$ cat config.mk
export PLATFORM = sky130hd
export DESIGN_NAME = tls_status_regs
export DESIGN_NICKNAME = d
export VERILOG_FILES = /design/src/logic/tls_sync2.v /design/src/logic/tls_status_regs.v
export VERILOG_INCLUDE_DIRS = /design/src /design/src/include
export SDC_FILE = /design/constraint.sdc
export NUM_CORES = 1
export LEC_CHECK = 0
export BUFFER_PORTS_ARGS = -buffer_cell sky130_fd_sc_hd__buf_2
export CAP_MARGIN = 0
export CORE_ASPECT_RATIO = 0.75
export CORE_MARGIN = 3
export CORE_UTILIZATION = 43
export DETAILED_ROUTE_END_ITERATION = 10
export GPL_ROUTABILITY_DRIVEN = 0
export GPL_TIMING_DRIVEN = 1
export PLACE_DENSITY = 0.75
export SYNTH_ARGS = -nofsm -noshare
export SYNTH_HDL_FRONTEND = slang
export SYNTH_SLANG_ARGS = --single-unit
$ cat constraint.sdc
create_clock -name clk_sys -period 1.2 [get_ports clk_sys]
set_clock_uncertainty 0.1 [all_clocks]
set_input_delay 0.06 -clock clk_sys [delete_from_list [all_inputs] [get_ports clk_sys]]
set_output_delay 0.06 -clock clk_sys [all_outputs]
set_load 0.005 [all_outputs]
$ cat src/include/tls_consts.vh
// Purpose: constants for the transmit and link status register bank
// Assumes: register port with 4-bit word addresses, 16-bit data
// Notes: offsets are word indices on the plain register port
`ifndef TLS_CONSTS_VH
`define TLS_CONSTS_VH

`define TLS_ADDR_W 4
`define TLS_DATA_W 16

`define TLS_OFS_TXSTAT 4'h0
`define TLS_OFS_GENSTAT 4'h1
`define TLS_OFS_TXCTRL 4'h2
`define TLS_OFS_IRQ_STAT 4'h3
`define TLS_OFS_IRQ_MASK 4'h4

`define TLS_RST_TXSTAT 16'h0000
`define TLS_RST_GENSTAT 16'h0000
`define TLS_RST_IRQ 4'h0

// transmit status field positions
`define TLS_TX_TX_COLLISION_TALLY_LSB 0
`define TLS_TX_FCS_BIT 4
`define TLS_TX_WAIT_BIT 7
`define TLS_TX_EXWAIT_BIT 8
`define TLS_TX_TX_COLLISION_LIMIT_ABORT_BIT 9

// general status field positions
`define TLS_GS_INT_BIT 15
`define TLS_GS_PAUSE_IDLE_BIT 14
`define TLS_GS_RX_ACTIVE_BIT 13
`define TLS_GS_CLK_OK_BIT 12
`define TLS_GS_DUPLEX_BIT 10
`define TLS_GS_LINK_BIT 8

// transmit control: bit 0 is the send request
`define TLS_TXCTRL_SEND_BIT 0

// interrupt status/mask bit positions
`define TLS_IRQ_TXDONE 0
`define TLS_IRQ_LINK 1
`define TLS_IRQ_FCS 2
`define TLS_IRQ_TX_COLLISION_LIMIT_ABORT 3
`define TLS_IRQ_W 4

`endif

$ cat src/logic/tls_sync2.v
// Purpose: two-flop synchroniser for a bundle of level inputs
// Assumes: inputs are quasi-static levels from outside the clk_sys domain
// Notes: first stage feeds only the second stage
`timescale 1ns/100ps
`default_nettype none

module tls_sync2 #(
    parameter WIDTH = 4
) (
    input wire clk_sys,
    input wire reset_n,
    input wire [WIDTH-1:0] async_in,
    output wire [WIDTH-1:0] sync_out
);

reg [WIDTH-1:0] meta_q;
reg [WIDTH-1:0] sync_q;

always @(posedge clk_sys or negedge reset_n) begin
    if (!reset_n) begin
        meta_q <= {WIDTH{1'b0}};
        sync_q <= {WIDTH{1'b0}};
    end else begin
        meta_q <= async_in;
        sync_q <= meta_q;
    end
end

assign sync_out = sync_q;

endmodule

`default_nettype wire

$ cat src/logic/tls_status_regs.v
// Purpose: transmit outcome and general controller status registers
// Assumes: transmit engine reports one outcome pulse per frame; line pins async
// Notes: transmit outcome latched at frame end; reads return data a cycle later
//
// Summary of operation
// On frame end the wait flag is set when the sender had to hold off for traffic.
// The wait flag is cleared when there was no hold-off or the hold-off became excessive.
// The FCS mismatch flag is set when the sent check field differs from the computed CRC.
// The FCS mismatch flag stays clear on a good check field or when CRC append is on.
// Collision, collision-limit, wait and excessive-wait bits update only in half duplex.
// Software ignores reserved transmit status bits 6-5, which read as zero here.
// The collision tally of the last frame sits in transmit status bits 3-0.
// The send request bit clears itself when the frame transmission completes.
// The link bit is set while a link partner is present and clear otherwise.
// The duplex bit is set while the line runs full duplex.
//
// Strobed register access and the placing of the registers were decided locally.
`timescale 1ns/100ps
`default_nettype none
`include "tls_consts.vh"

module tls_status_regs #(
    parameter ADDR_W = `TLS_ADDR_W,
    parameter DATA_W = `TLS_DATA_W
) (
    input wire clk_sys,
    input wire reset_n,
    input wire [ADDR_W-1:0] reg_addr,
    input wire [DATA_W-1:0] reg_wdata,
    input wire reg_wr,
    input wire reg_rd,
    output reg [DATA_W-1:0] reg_rdata,
    output wire irq,
    output wire tx_send_request,
    input wire tx_done,
    input wire tx_had_wait,
    input wire tx_wait_excessive,
    input wire tx_fcs_bad,
    input wire tx_crc_append,
    input wire [3:0] tx_collisions,
    input wire tx_collision_abort,
    input wire line_link_up,
    input wire line_full_duplex,
    input wire pause_idle,
    input wire rx_active,
    input wire clock_ok,
    input wire [7:0] rx_frame_count
);

//------------------------------------------------------------
// input synchronisation
//------------------------------------------------------------
wire [3:0] line_sync;
wire line_link_up_flag;
wire line_full_duplex_flag;
wire pause_machine_idle;
wire internal_clock_ok;

tls_sync2 #(
    .WIDTH(4)
) u_sync (
    .clk_sys(clk_sys),
    .reset_n(reset_n),
    .async_in({clock_ok, pause_idle, line_full_duplex, line_link_up}),
    .sync_out(line_sync)
);

assign line_link_up_flag = line_sync[0];
assign line_full_duplex_flag = line_sync[1];
assign pause_machine_idle = line_sync[2];
assign internal_clock_ok = line_sync[3];

//------------------------------------------------------------
// register state
//------------------------------------------------------------
reg [3:0] tx_collision_tally_q;
reg tx_fcs_mismatch_flag_q;
reg tx_wait_flag_q;
reg tx_excessive_wait_flag_q;
reg tx_collision_limit_abort_q;
reg tx_send_request_q;
reg link_prev_q;
reg [`TLS_IRQ_W-1:0] irq_stat_q;
reg [`TLS_IRQ_W-1:0] irq_mask_q;
reg [`TLS_IRQ_W-1:0] irq_event;

// register write decode
function addr_hit;
    input [ADDR_W-1:0] addr;
    input [ADDR_W-1:0] ofs;
    begin
        addr_hit = (addr == ofs);
    end
endfunction

wire wr_txctrl = reg_wr && addr_hit(reg_addr, `TLS_OFS_TXCTRL);
wire wr_istat = reg_wr && addr_hit(reg_addr, `TLS_OFS_IRQ_STAT);
wire wr_imask = reg_wr && addr_hit(reg_addr, `TLS_OFS_IRQ_MASK);
wire frame_end = tx_done && tx_send_request_q;

//------------------------------------------------------------
// transmit outcome capture
//------------------------------------------------------------
always @(posedge clk_sys or negedge reset_n) begin
    if (!reset_n) begin
        tx_collision_tally_q <= 4'h0;
        tx_fcs_mismatch_flag_q <= 1'b0;
        tx_wait_flag_q <= 1'b0;
        tx_excessive_wait_flag_q <= 1'b0;
        tx_collision_limit_abort_q <= 1'b0;
    end else if (frame_end) begin
        tx_fcs_mismatch_flag_q <= tx_fcs_bad && !tx_crc_append;
        if (!line_full_duplex_flag) begin
            tx_collision_tally_q <= tx_collisions;
            tx_collision_limit_abort_q <= tx_collision_abort;
            tx_excessive_wait_flag_q <= tx_wait_excessive;
            tx_wait_flag_q <= tx_had_wait && !tx_wait_excessive;
        end
    end
end

//------------------------------------------------------------
// send request, self-clearing on completion
//------------------------------------------------------------
always @(posedge clk_sys or negedge reset_n) begin
    if (!reset_n) begin
        tx_send_request_q <= 1'b0;
    end else if (frame_end) begin
        tx_send_request_q <= 1'b0;
    end else if (wr_txctrl && reg_wdata[`TLS_TXCTRL_SEND_BIT]) begin
        tx_send_request_q <= 1'b1;
    end
end

assign tx_send_request = tx_send_request_q;

//------------------------------------------------------------
// interrupts: sticky, write one to clear, set wins
//------------------------------------------------------------
// a link change is flagged on either edge of the synced link bit
always @* begin
    irq_event = {`TLS_IRQ_W{1'b0}};
    irq_event[`TLS_IRQ_TXDONE] = frame_end;
    irq_event[`TLS_IRQ_LINK] = line_link_up_flag ^ link_prev_q;
    irq_event[`TLS_IRQ_FCS] = frame_end && tx_fcs_bad && !tx_crc_append;
    irq_event[`TLS_IRQ_TX_COLLISION_LIMIT_ABORT] = frame_end && tx_collision_abort && !line_full_duplex_flag;
end

always @(posedge clk_sys or negedge reset_n) begin
    if (!reset_n) begin
        link_prev_q <= 1'b0;
        irq_stat_q <= `TLS_RST_IRQ;
        irq_mask_q <= `TLS_RST_IRQ;
    end else begin
        link_prev_q <= line_link_up_flag;
        if (wr_istat) begin
            irq_stat_q <= (irq_stat_q & ~reg_wdata[`TLS_IRQ_W-1:0]) | irq_event;
        end else begin
            irq_stat_q <= irq_stat_q | irq_event;
        end
        if (wr_imask) begin
            irq_mask_q <= reg_wdata[`TLS_IRQ_W-1:0];
        end
    end
end

assign irq = |(irq_stat_q & irq_mask_q);

//------------------------------------------------------------
// read mux
//------------------------------------------------------------
function [DATA_W-1:0] tx_word;
    input [3:0] tally;
    input fcs;
    input wflag;
    input exw;
    input maxc;
    begin
        tx_word = `TLS_RST_TXSTAT;
        tx_word[`TLS_TX_TX_COLLISION_TALLY_LSB +: 4] = tally;
        tx_word[`TLS_TX_FCS_BIT] = fcs;
        tx_word[`TLS_TX_WAIT_BIT] = wflag;
        tx_word[`TLS_TX_EXWAIT_BIT] = exw;
        tx_word[`TLS_TX_TX_COLLISION_LIMIT_ABORT_BIT] = maxc;
    end
endfunction

function [DATA_W-1:0] irq_word;
    input [`TLS_IRQ_W-1:0] bits;
    begin
        irq_word = {{(DATA_W-`TLS_IRQ_W){1'b0}}, bits};
    end
endfunction

reg [DATA_W-1:0] gen_word;

always @* begin
    gen_word = `TLS_RST_GENSTAT;
    gen_word[`TLS_GS_INT_BIT] = irq;
    gen_word[`TLS_GS_PAUSE_IDLE_BIT] = pause_machine_idle;
    gen_word[`TLS_GS_RX_ACTIVE_BIT] = rx_active;
    gen_word[`TLS_GS_CLK_OK_BIT] = internal_clock_ok;
    gen_word[`TLS_GS_DUPLEX_BIT] = line_full_duplex_flag;
    gen_word[`TLS_GS_LINK_BIT] = line_link_up_flag;
    gen_word[7:0] = rx_frame_count;
end

always @(posedge clk_sys or negedge reset_n) begin
    if (!reset_n) begin
        reg_rdata <= {DATA_W{1'b0}};
    end else if (reg_rd) begin
        case (reg_addr)
            `TLS_OFS_TXSTAT: reg_rdata <= tx_word(tx_collision_tally_q,
                tx_fcs_mismatch_flag_q, tx_wait_flag_q, tx_excessive_wait_flag_q,
                tx_collision_limit_abort_q);
            `TLS_OFS_GENSTAT: reg_rdata <= gen_word;
            `TLS_OFS_TXCTRL: reg_rdata <= {{(DATA_W-1){1'b0}}, tx_send_request_q};
            `TLS_OFS_IRQ_STAT: reg_rdata <= irq_word(irq_stat_q);
            `TLS_OFS_IRQ_MASK: reg_rdata <= irq_word(irq_mask_q);
            default: reg_rdata <= {DATA_W{1'b0}};
        endcase
    end else begin
        reg_rdata <= {DATA_W{1'b0}};
    end
end

endmodule

`default_nettype wire

### Word level (Yosys, flattened, before mapping)

Cells that the tools add are included.

* bits in registers: 42
* bits of input ports: 47
* word-level logic and storage cells: 46
* output and inout port bits: 18

* bitwise logic cells: 7
* reduce and logical (&&, ||, !) cells: 18
* multiplexer cells: 5
* equality and inequality tests: 4

Operators by type and width (number)
* $pmux 16 s5: 1
* $mux 16: 1
* $logic_and 1x1->1: 11
* $and 4x4->4: 2
* $eq 4x2->1 const B: 2
* $or 4x4->4: 2
* $eq 4x1->1 const B: 1
* $eq 4x3->1 const B: 1
* $logic_not 4->1: 1
* $mux 4: 1
* $not 4->4: 1
* $reduce_or 4->1: 1
* $logic_not 1->1: 3
* $mux 1: 2
* $reduce_and 2->1: 1
* $reduce_bool 2->1: 1
* $not 1->1: 1
* $xor 1x1->1: 1

### Logic depth before layout (Yosys ltp)

Gate-level depths: netlist of run 1.

* depth after elaboration: 5
* depth in mapped cells: 5
* mapped depth without buffers: 3

### Hierarchy

From an unflattened synthesis of run 1, not the netlist that was laid out.

* cell total of the unflattened synthesis: 123
* area, all modules: 1650.3 sq um

Modules (own cells, without submodules)
* tls_status_regs: cells each 115, area each 1450.1 sq um, times used 1, sequential area each 825.8 sq um
* tls_sync2: cells each 8, area each 200.2 sq um, times used 1, sequential area each 200.2 sq um

### Least setup slack after synthesis of run 1

OpenSTA, ideal clock, no wires.

* path kind: reg2reg
* start: reg tx_send_request_q, in the netlist tx_send_request
* end: reg tx_collision_tally_q[0]
* slack: -0.078 ns
* cell stages (with the launch flop): 3
* required time: 0.975 ns
* clock period less this slack: 1.278 ns
* buffers on the path: 0
* arrival: 1.053 ns
* library setup time: 0.125 ns
* cells stage by stage: dfrtp_1 -> nand3b_1 -> mux2_2

* cells in the longest elaborated chain, start to end: 2

Ends and longest elaborated chain
* from (decl): line tls_status_regs.v:81 `reg tx_send_request_q;`
* from (signal assigned): line tls_status_regs.v:127 `tx_send_request_q <= 1'b0;`
* from (signal assigned): line tls_status_regs.v:129 `tx_send_request_q <= 1'b0;`
* from (signal assigned): line tls_status_regs.v:131 `tx_send_request_q <= 1'b1;`
* $logic_and 1x1->1: line tls_status_regs.v:99 `wire frame_end = tx_done && tx_send_request_q;`
* $reduce_and 2->1 (no line)
* to (signal assigned): line tls_status_regs.v:114 `tx_collision_tally_q <= tx_collisions;`
* to (decl): line tls_status_regs.v:76 `reg [3:0] tx_collision_tally_q;`

No other way between the ends.
A chain may end at the register's enable or synchronous reset.

### Final worst setup path of run 1

* start: reg irq_stat_q[3]
* end: out irq

* cells in the longest elaborated chain, start to end: 2

Ends and longest elaborated chain
* from (decl): line tls_status_regs.v:83 `` reg [`TLS_IRQ_W-1:0] irq_stat_q; ``
* from (signal assigned): line tls_status_regs.v:152 `` irq_stat_q <= `TLS_RST_IRQ; ``
* from (signal assigned): line tls_status_regs.v:157 `` irq_stat_q <= (irq_stat_q & ~reg_wdata[`TLS_IRQ_W-1:0]) | irq_event; ``
* from (signal assigned): line tls_status_regs.v:159 `irq_stat_q <= irq_stat_q | irq_event;`
* $and 4x4->4: line tls_status_regs.v:167 `assign irq = |(irq_stat_q & irq_mask_q);`
* $reduce_or 4->1: line tls_status_regs.v:167
* to (decl): line tls_status_regs.v:33 `output wire irq,`

No other way between the ends.

==> impl_metrics.csv, run 1 <==
group,metric,value,unit
setup_path,worstRegToRegCells,3,
sta,fin_ws,-0.127,ns
clock_tree,clk_latency,0.30,ns
setup_path,crit_type,"reg -> out",
layout,nets,266,
sta,slew_viol_final,0,
grt,antenna_found_initial,0,
clock_tree,cts_tree,"yes",
sta,period_minus_slack,1.33,ns
synthesis,synth_cell_types,30,
routing,drtIter0Drc,100,
floorplan,die_area,4620,um^2
pwr,internal-power,2.34,mW
sta,setup_tns,-0.435,ns
hold_path,worstHoldPathType,"in -> reg",
pwr,p_per_area,1230,nW/um^2
synthesis,ys_warn_count,0,
floorplan,io_pins,65,
flow_run,maxCapViolations,0,
hold_path,whs_path_depth,3,
grt,grtUsageMet1,0.244,
floorplan,die_w,77.5,um
layout,num_antenna_cells,0,
routing,drt_first_pass_iters,4,
grt,gr-usage-met2,0.315,
layout,drive_above_1_share,0.464,
pwr,ir_drop,0.812,mV
synthesis,syn_inst,123,
place,dp.cells,234,
hold_path,hp-start,"tx_done",
clock_tree,clockBufferDepth,2,
synthesis,ys_seq_elements,41,
pwr,power.leakage,1.31,nW
floorplan,core_area,3490,um^2
routing,vias,1347,
clock_tree,cts_sinks,41,
clock_tree,cts_buffers,5,
setup_path,worstPathRequired,1.04,ns
pwr,clkPwrFrac,0.313,
synthesis,syn_area,1650,um^2
layout,fin_cells,270,
synthesis,yosysSeqAreaShare,0.622,
sta,setup_viol_count_final,7,
floorplan,die_h,59.7,um
routing,drc_errors,0,
routing,ant_nets,0,
layout,final_cell_mix,"buf_2 (51), dfrtp_1 (41), dlygate4sd3_1 (23)",
setup_path,cp-start-kind,"flip-flop",
grt,grtUsageMet3,0.0437,
setup_path,rr_startpoint,"u_sync.sync_out[1]$_DFF_PN0_",
grt,top_usage_layer,"met2",
place,io_buffers,51,
sta,hold_viol,0,
grt,grt_overflow,0,
setup_path,worstSetupEndpointType,"output port",
layout,fin_util,0.716,
floorplan,initial_core_util,0.473,
run_status,status,"finished with violations",
grt,grt_pass1_vias,1334,
layout,syn2layout_area_growth,51.6,%
layout,fin_area,2500,um^2
clock_tree,root_buffer,"clkbuf_8",
clock_tree,htree_levels,2,
grt,grtUsageTotal,0.191,
routing,finalWirelength,4.20,mm
floorplan,rows,18,
sta,fin_hold_ws,0.00339,ns
routing,wl_per_cell,15.6,um
setup_path,timing.rr.end,"tx_excessive_wait_flag_q$_DFFE_PN0P_",
routing,via_per_inst,4.99,
synthesis,synth_nets,170,
layout,mostFrequentLayoutCell,"buf_2",
place,dp_hpwl,2.84,mm
pwr,seqPwrFrac,0.512,
clock_tree,path_clk_slew,0.07,ns
place,placed_area,2050,um^2
sta,fmax,754,MHz
synthesis,syn_avg_cell_area,13.4,um^2
setup_path,critPathArrivalTime,1.17,ns
pwr,swShare,0.237,
sta,min_period_over_period,1.11,
pwr,combPwrFrac,0.174,
grt,grt_first_pass_wirelength,6.53,mm
hold_path,hold_end,"tx_fcs_mismatch_flag_q$_DFFE_PN0N_",
sta,grt_setup_unrepaired,"yes",
setup_path,crit_fanout,2,
setup_path,rrSetupSlack,-0.07,ns
pwr,p_switching,726,uW
grt,grt_max_degree,42,
run_status,violations,"setup timing",
-- sequential cells by signal, summed over array words and instances, names as in the netlist --
| signal | cells |
|---|---|
| reg_rdata | 15 |
| tx_send_request | 1 |
| tx_excessive_wait_flag_q | 1 |
| tx_collision_limit_abort_q | 1 |
| tx_fcs_mismatch_flag_q | 1 |
| tx_collision_tally_q | 4 |
| irq_stat_q | 4 |
| u_sync.sync_out | 4 |
| irq_mask_q | 4 |
| tx_wait_flag_q | 1 |
| link_prev_q | 1 |
| u_sync.meta_q | 4 |
-- synthesized netlist by cell type --
master,number,area share
xor2_1,1,0.0053
a22oi_1,2,0.0091
nor3_1,2,0.0061
conb_1,1,0.0023
dfrtp_1,41,0.62
o21ai_0,2,0.0061
and3_1,8,0.030
nand3b_1,2,0.0091
nor3_2,1,0.0061
buf_6,2,0.014
buf_2,2,0.0061
nor2b_1,1,0.0038
nand2_1,6,0.014
mux2_1,9,0.061
mux2_2,2,0.014
mux2_4,4,0.036
a22o_1,2,0.011
nand2b_1,2,0.0076
nor3b_4,1,0.011
nor3b_1,1,0.0046
a21oi_1,4,0.012
a32oi_1,4,0.021
buf_4,2,0.0091
a21o_1,3,0.014
inv_1,1,0.0023
mux2i_1,3,0.018
nand4_1,4,0.015
o41ai_1,1,0.0053
nor2_1,4,0.0091
nand3_1,5,0.015
-- per-stage QoR --
step,power (mW),setup slack (ns)
after floorplan,1.77,-0.0689
after global placement,1.94,-0.0385
after detailed placement,1.97,-0.0513
after CTS,3.03,-0.0768
after global routing,3.21,-0.139
final,3.07,-0.127
-- kinds of logic after synthesis --
| group | Yosys count | share of synthesized area |
|---|---|---|
| AOI/OAI and AO/OA | 18 | 0.0781 |
| xor gates and xnor gates | 1 | 0.00531 |
| buffers and inverters | 7 | 0.0311 |
| DFF | 41 | 0.622 |
| muxes | 18 | 0.130 |
| other | 1 | 0.00227 |
| and+or+nand+nor | 37 | 0.132 |
-- critical path, stage by stage (launching register included) --
cell and delay [ns]:
dfrtp_1 0.41, a22oi_2 0.21, nand2_1 0.11, buf_2 0.14
-- timing repair --
action                     4_1_cts  5_1_grt
cloned                           0        1
pin swaps                        4        6
hold buffers                    23        0
setup buffers                    3        1
hold endpoints to repair        65        0
setup endpoints to repair        6       13
gates resized for setup          6       13
-- worst max-delay path by stage --
stage,startpoint,end,slack [ns],cells after the start
2_1_floorplan,tx_send_request$_DFFE_PN0P_,tx_collision_tally_q[0]$_DFFE_PN0P_,-0.07,2
3_3_place_gp,reg_addr[0],irq_mask_q[0]$_DFFE_PN0P_,-0.04,4
3_5_place_dp,reg_addr[0],irq_mask_q[3]$_DFFE_PN0P_,-0.05,4
4_1_cts,irq_mask_q[3]$_DFFE_PN0P_,irq,-0.08,3
5_1_grt,irq_mask_q[2]$_DFFE_PN0P_,irq,-0.14,3
6_report,irq_stat_q[3]$_DFF_PN0_,irq,-0.13,3
-- layer usage --
| metal | up-vias | share of wire |
|---|---|---|
| li1 | 633 | - |
| met1 | 644 | 0.45 |
| met2 | 58 | 0.47 |
| met3 | 12 | 0.063 |
| met4 | 0 | 0.024 |
| met5 | - | 0 |
-- power groups by stage --
stage	Sequential, mW	Clock (mW)	Combinational (mW)
2_1_floorplan	1.57	0	0.198
3_3_place_gp	1.59	0	0.357
3_5_place_dp	1.59	0	0.373
4_1_cts	1.56	0.982	0.488
5_1_grt	1.58	1.05	0.577
6_report	1.57	0.961	0.535
-- layout make-up --
| class | instances | area (um^2) |
|---|---|---|
| Clock buffer | 7 | 96.3 |
| Clock inverter | 1 | 5.00 |
| Fill cell | 240 | 990 |
| Inverter | 1 | 3.75 |
| Multi-Input combinational cell | 75 | 641 |
| Sequential cell | 41 | 1030 |
| Tap cell | 50 | 62.6 |
| Timing Repair Buffer | 95 | 667 |
(Power assumes the default switching activity.)
==> inputs of run 2 (changes only) <==
SKIP_LAST_GASP = 1   (was not set)
==> impl_metrics.csv, run 2 (synthesis gave the netlist of run 1 again) <==
group,metric,value,unit
run_status,status,"finished with violations",
run_status,violations,"setup timing",
layout,final_cell_mix,"buf_2 (51), dfrtp_1 (41), dlygate4sd3_1 (23)",
clock_tree,clk_latency,0.30,ns
floorplan,initial_core_util,0.473,
layout,num_antenna_cells,0,
sta,period_minus_slack,1.31,ns
pwr,swShare,0.236,
layout,fillers,242,
floorplan,io_pins,65,
hold_path,worstHoldPathType,"in -> reg",
sta,fmax,761,MHz
setup_path,crit_fanout,2,
setup_path,worstPathRequired,1.04,ns
floorplan,rows,18,
sta,slew_viol_final,0,
routing,via_per_inst,5.00,
setup_path,crit_type,"reg -> out",
layout,fin_util,0.709,
routing,drtIter0Drc,114,
routing,drc_errors,0,
grt,grt_overflow,0,
clock_tree,path_clk_slew,0.07,ns
layout,mostFrequentLayoutCell,"buf_2",
pwr,combPwrFrac,0.170,
sta,fin_ws,-0.115,ns
clock_tree,clockBufferDepth,2,
clock_tree,cts_sinks,41,
routing,drt_first_pass_iters,4,
clock_tree,cts_tree,"yes",
layout,regMostFlops,"reg_rdata",
pwr,power.leakage,1.29,nW
clock_tree,cts_buffers,5,
layout,nets,265,
pwr,internal-power,2.32,mW
sta,min_period_over_period,1.10,
flow_run,maxCapViolations,0,
routing,ant_nets,0,
routing,vias,1345,
grt,grt_first_pass_wirelength,6.47,mm
grt,grt_pass1_vias,1343,
hold_path,whs_path_depth,3,
layout,largest_register_ffs,15,
sta,hold_viol,0,
pwr,ir_drop,0.805,mV
setup_path,cp-start-kind,"flip-flop",
setup_path,worstRegToRegCells,3,
clock_tree,root_buffer,"clkbuf_8",
place,dp_hpwl,2.84,mm
floorplan,die_h,59.7,um
routing,wl_per_cell,15.3,um
pwr,p_per_area,1230,nW/um^2
pwr,clkPwrFrac,0.315,
sta,setup_viol_count_final,5,
setup_path,worstSetupEndpointType,"output port",
grt,grt_max_degree,42,
floorplan,die_w,77.5,um
place,io_buffers,51,
grt,grtUsageTotal,0.190,
floorplan,die_area,4620,um^2
clock_tree,htree_levels,2,
sta,grt_setup_unrepaired,"yes",
grt,antenna_found_initial,0,
floorplan,core_area,3490,um^2
pwr,power.total,3.04,mW
pwr,seqPwrFrac,0.516,
pwr,p_switching,718,uW
setup_path,critPathArrivalTime,1.15,ns
layout,drive_above_1_share,0.443,
routing,finalWirelength,4.10,mm
layout,syn2layout_area_growth,50.0,%
run 2: cell count changes in the layout (fill, tap and decap cells not counted), sizes merged:
cell,before,now
buf,72,71
run 2: per-stage QoR:
step	hold slack, ns	instance area (um^2)	std cells	setup slack [ns]	setup TNS [ns]
floorplan	-0.336	1650	123	-0.0689	-0.397
global placement	-0.0563	2050	234	-0.0385	-0.216
detailed placement	-0.0553	2050	234	-0.0513	-0.405
CTS	0.000559	2410	268	-0.0768	-0.177
global route	0.0133	2470	269	-0.139	-0.577
finish	0.00490	2470	269	-0.115	-0.182
run 2: cell type report:
| type | count | area [um^2] | share of cell area |
|---|---|---|---|
| clock buffers | 7 | 96.3 | 0.0389 |
| clock inverters | 1 | 5.00 | 0.00202 |
| inverters | 1 | 3.75 | 0.00152 |
| multi-input cells | 75 | 626 | 0.253 |
| flip-flops and latches | 41 | 1030 | 0.415 |
| well taps | 50 | 62.6 | 0.0253 |
| repair buffers | 94 | 656 | 0.265 |
run 2: metal layers:
| layer | routed length, um | vias up | global-route usage |
|---|---|---|---|
| met5 | 0 | - | 0 |
| li1 | - | 634 | - |
| met3 | 270 | 10 | 0.0437 |
| met2 | 1930 | 64 | 0.315 |
| met4 | 89 | 0 | 0.0914 |
| met1 | 1810 | 637 | 0.240 |
run 2: final timing paths:
| path | startpoint | to | slack, ns |
|---|---|---|---|
| min in group asynchronous | reset_n | reg_rdata[15]$_DFF_PN0_ | 0.16 |
| max | irq_stat_q[3]$_DFF_PN0_ | irq | -0.11 |
| min | tx_done | tx_fcs_mismatch_flag_q$_DFFE_PN0N_ | 0.005 |
| min reg2reg | u_sync.meta_q[3]$_DFF_PN0_ | u_sync.sync_out[3]$_DFF_PN0_ | 0.25 |
| max in group asynchronous | reset_n | tx_collision_tally_q[1]$_DFFE_PN0P_ | 0.65 |
| max reg2reg | u_sync.sync_out[1]$_DFF_PN0_ | tx_excessive_wait_flag_q$_DFFE_PN0P_ | -0.03 |
run 2: what timing repair did:
item / 4_1_cts / 5_1_grt
hold buffers: 23 / 0
gates resized for setup: 2 / 11
setup endpoints to repair: 6 / 12
pin swaps: 4 / 5
setup buffers: 3 / 1
hold endpoints to repair: 65 / 0
run 2: worst max-delay path, stage by stage (launching register included):
cell and delay [ns]:
dfrtp_1 0.41, a22oi_2 0.20, nand2_1 0.10, buf_2 0.14
run 2: power by group through the flow:
stage          logic, mW  registers (mW)  clock network (mW)
2_1_floorplan      0.198            1.57                   0
3_3_place_gp       0.357            1.59                   0
3_5_place_dp       0.373            1.59                   0
4_1_cts            0.470            1.56               0.982
5_1_grt            0.558            1.58                1.05
6_report           0.516            1.57               0.957
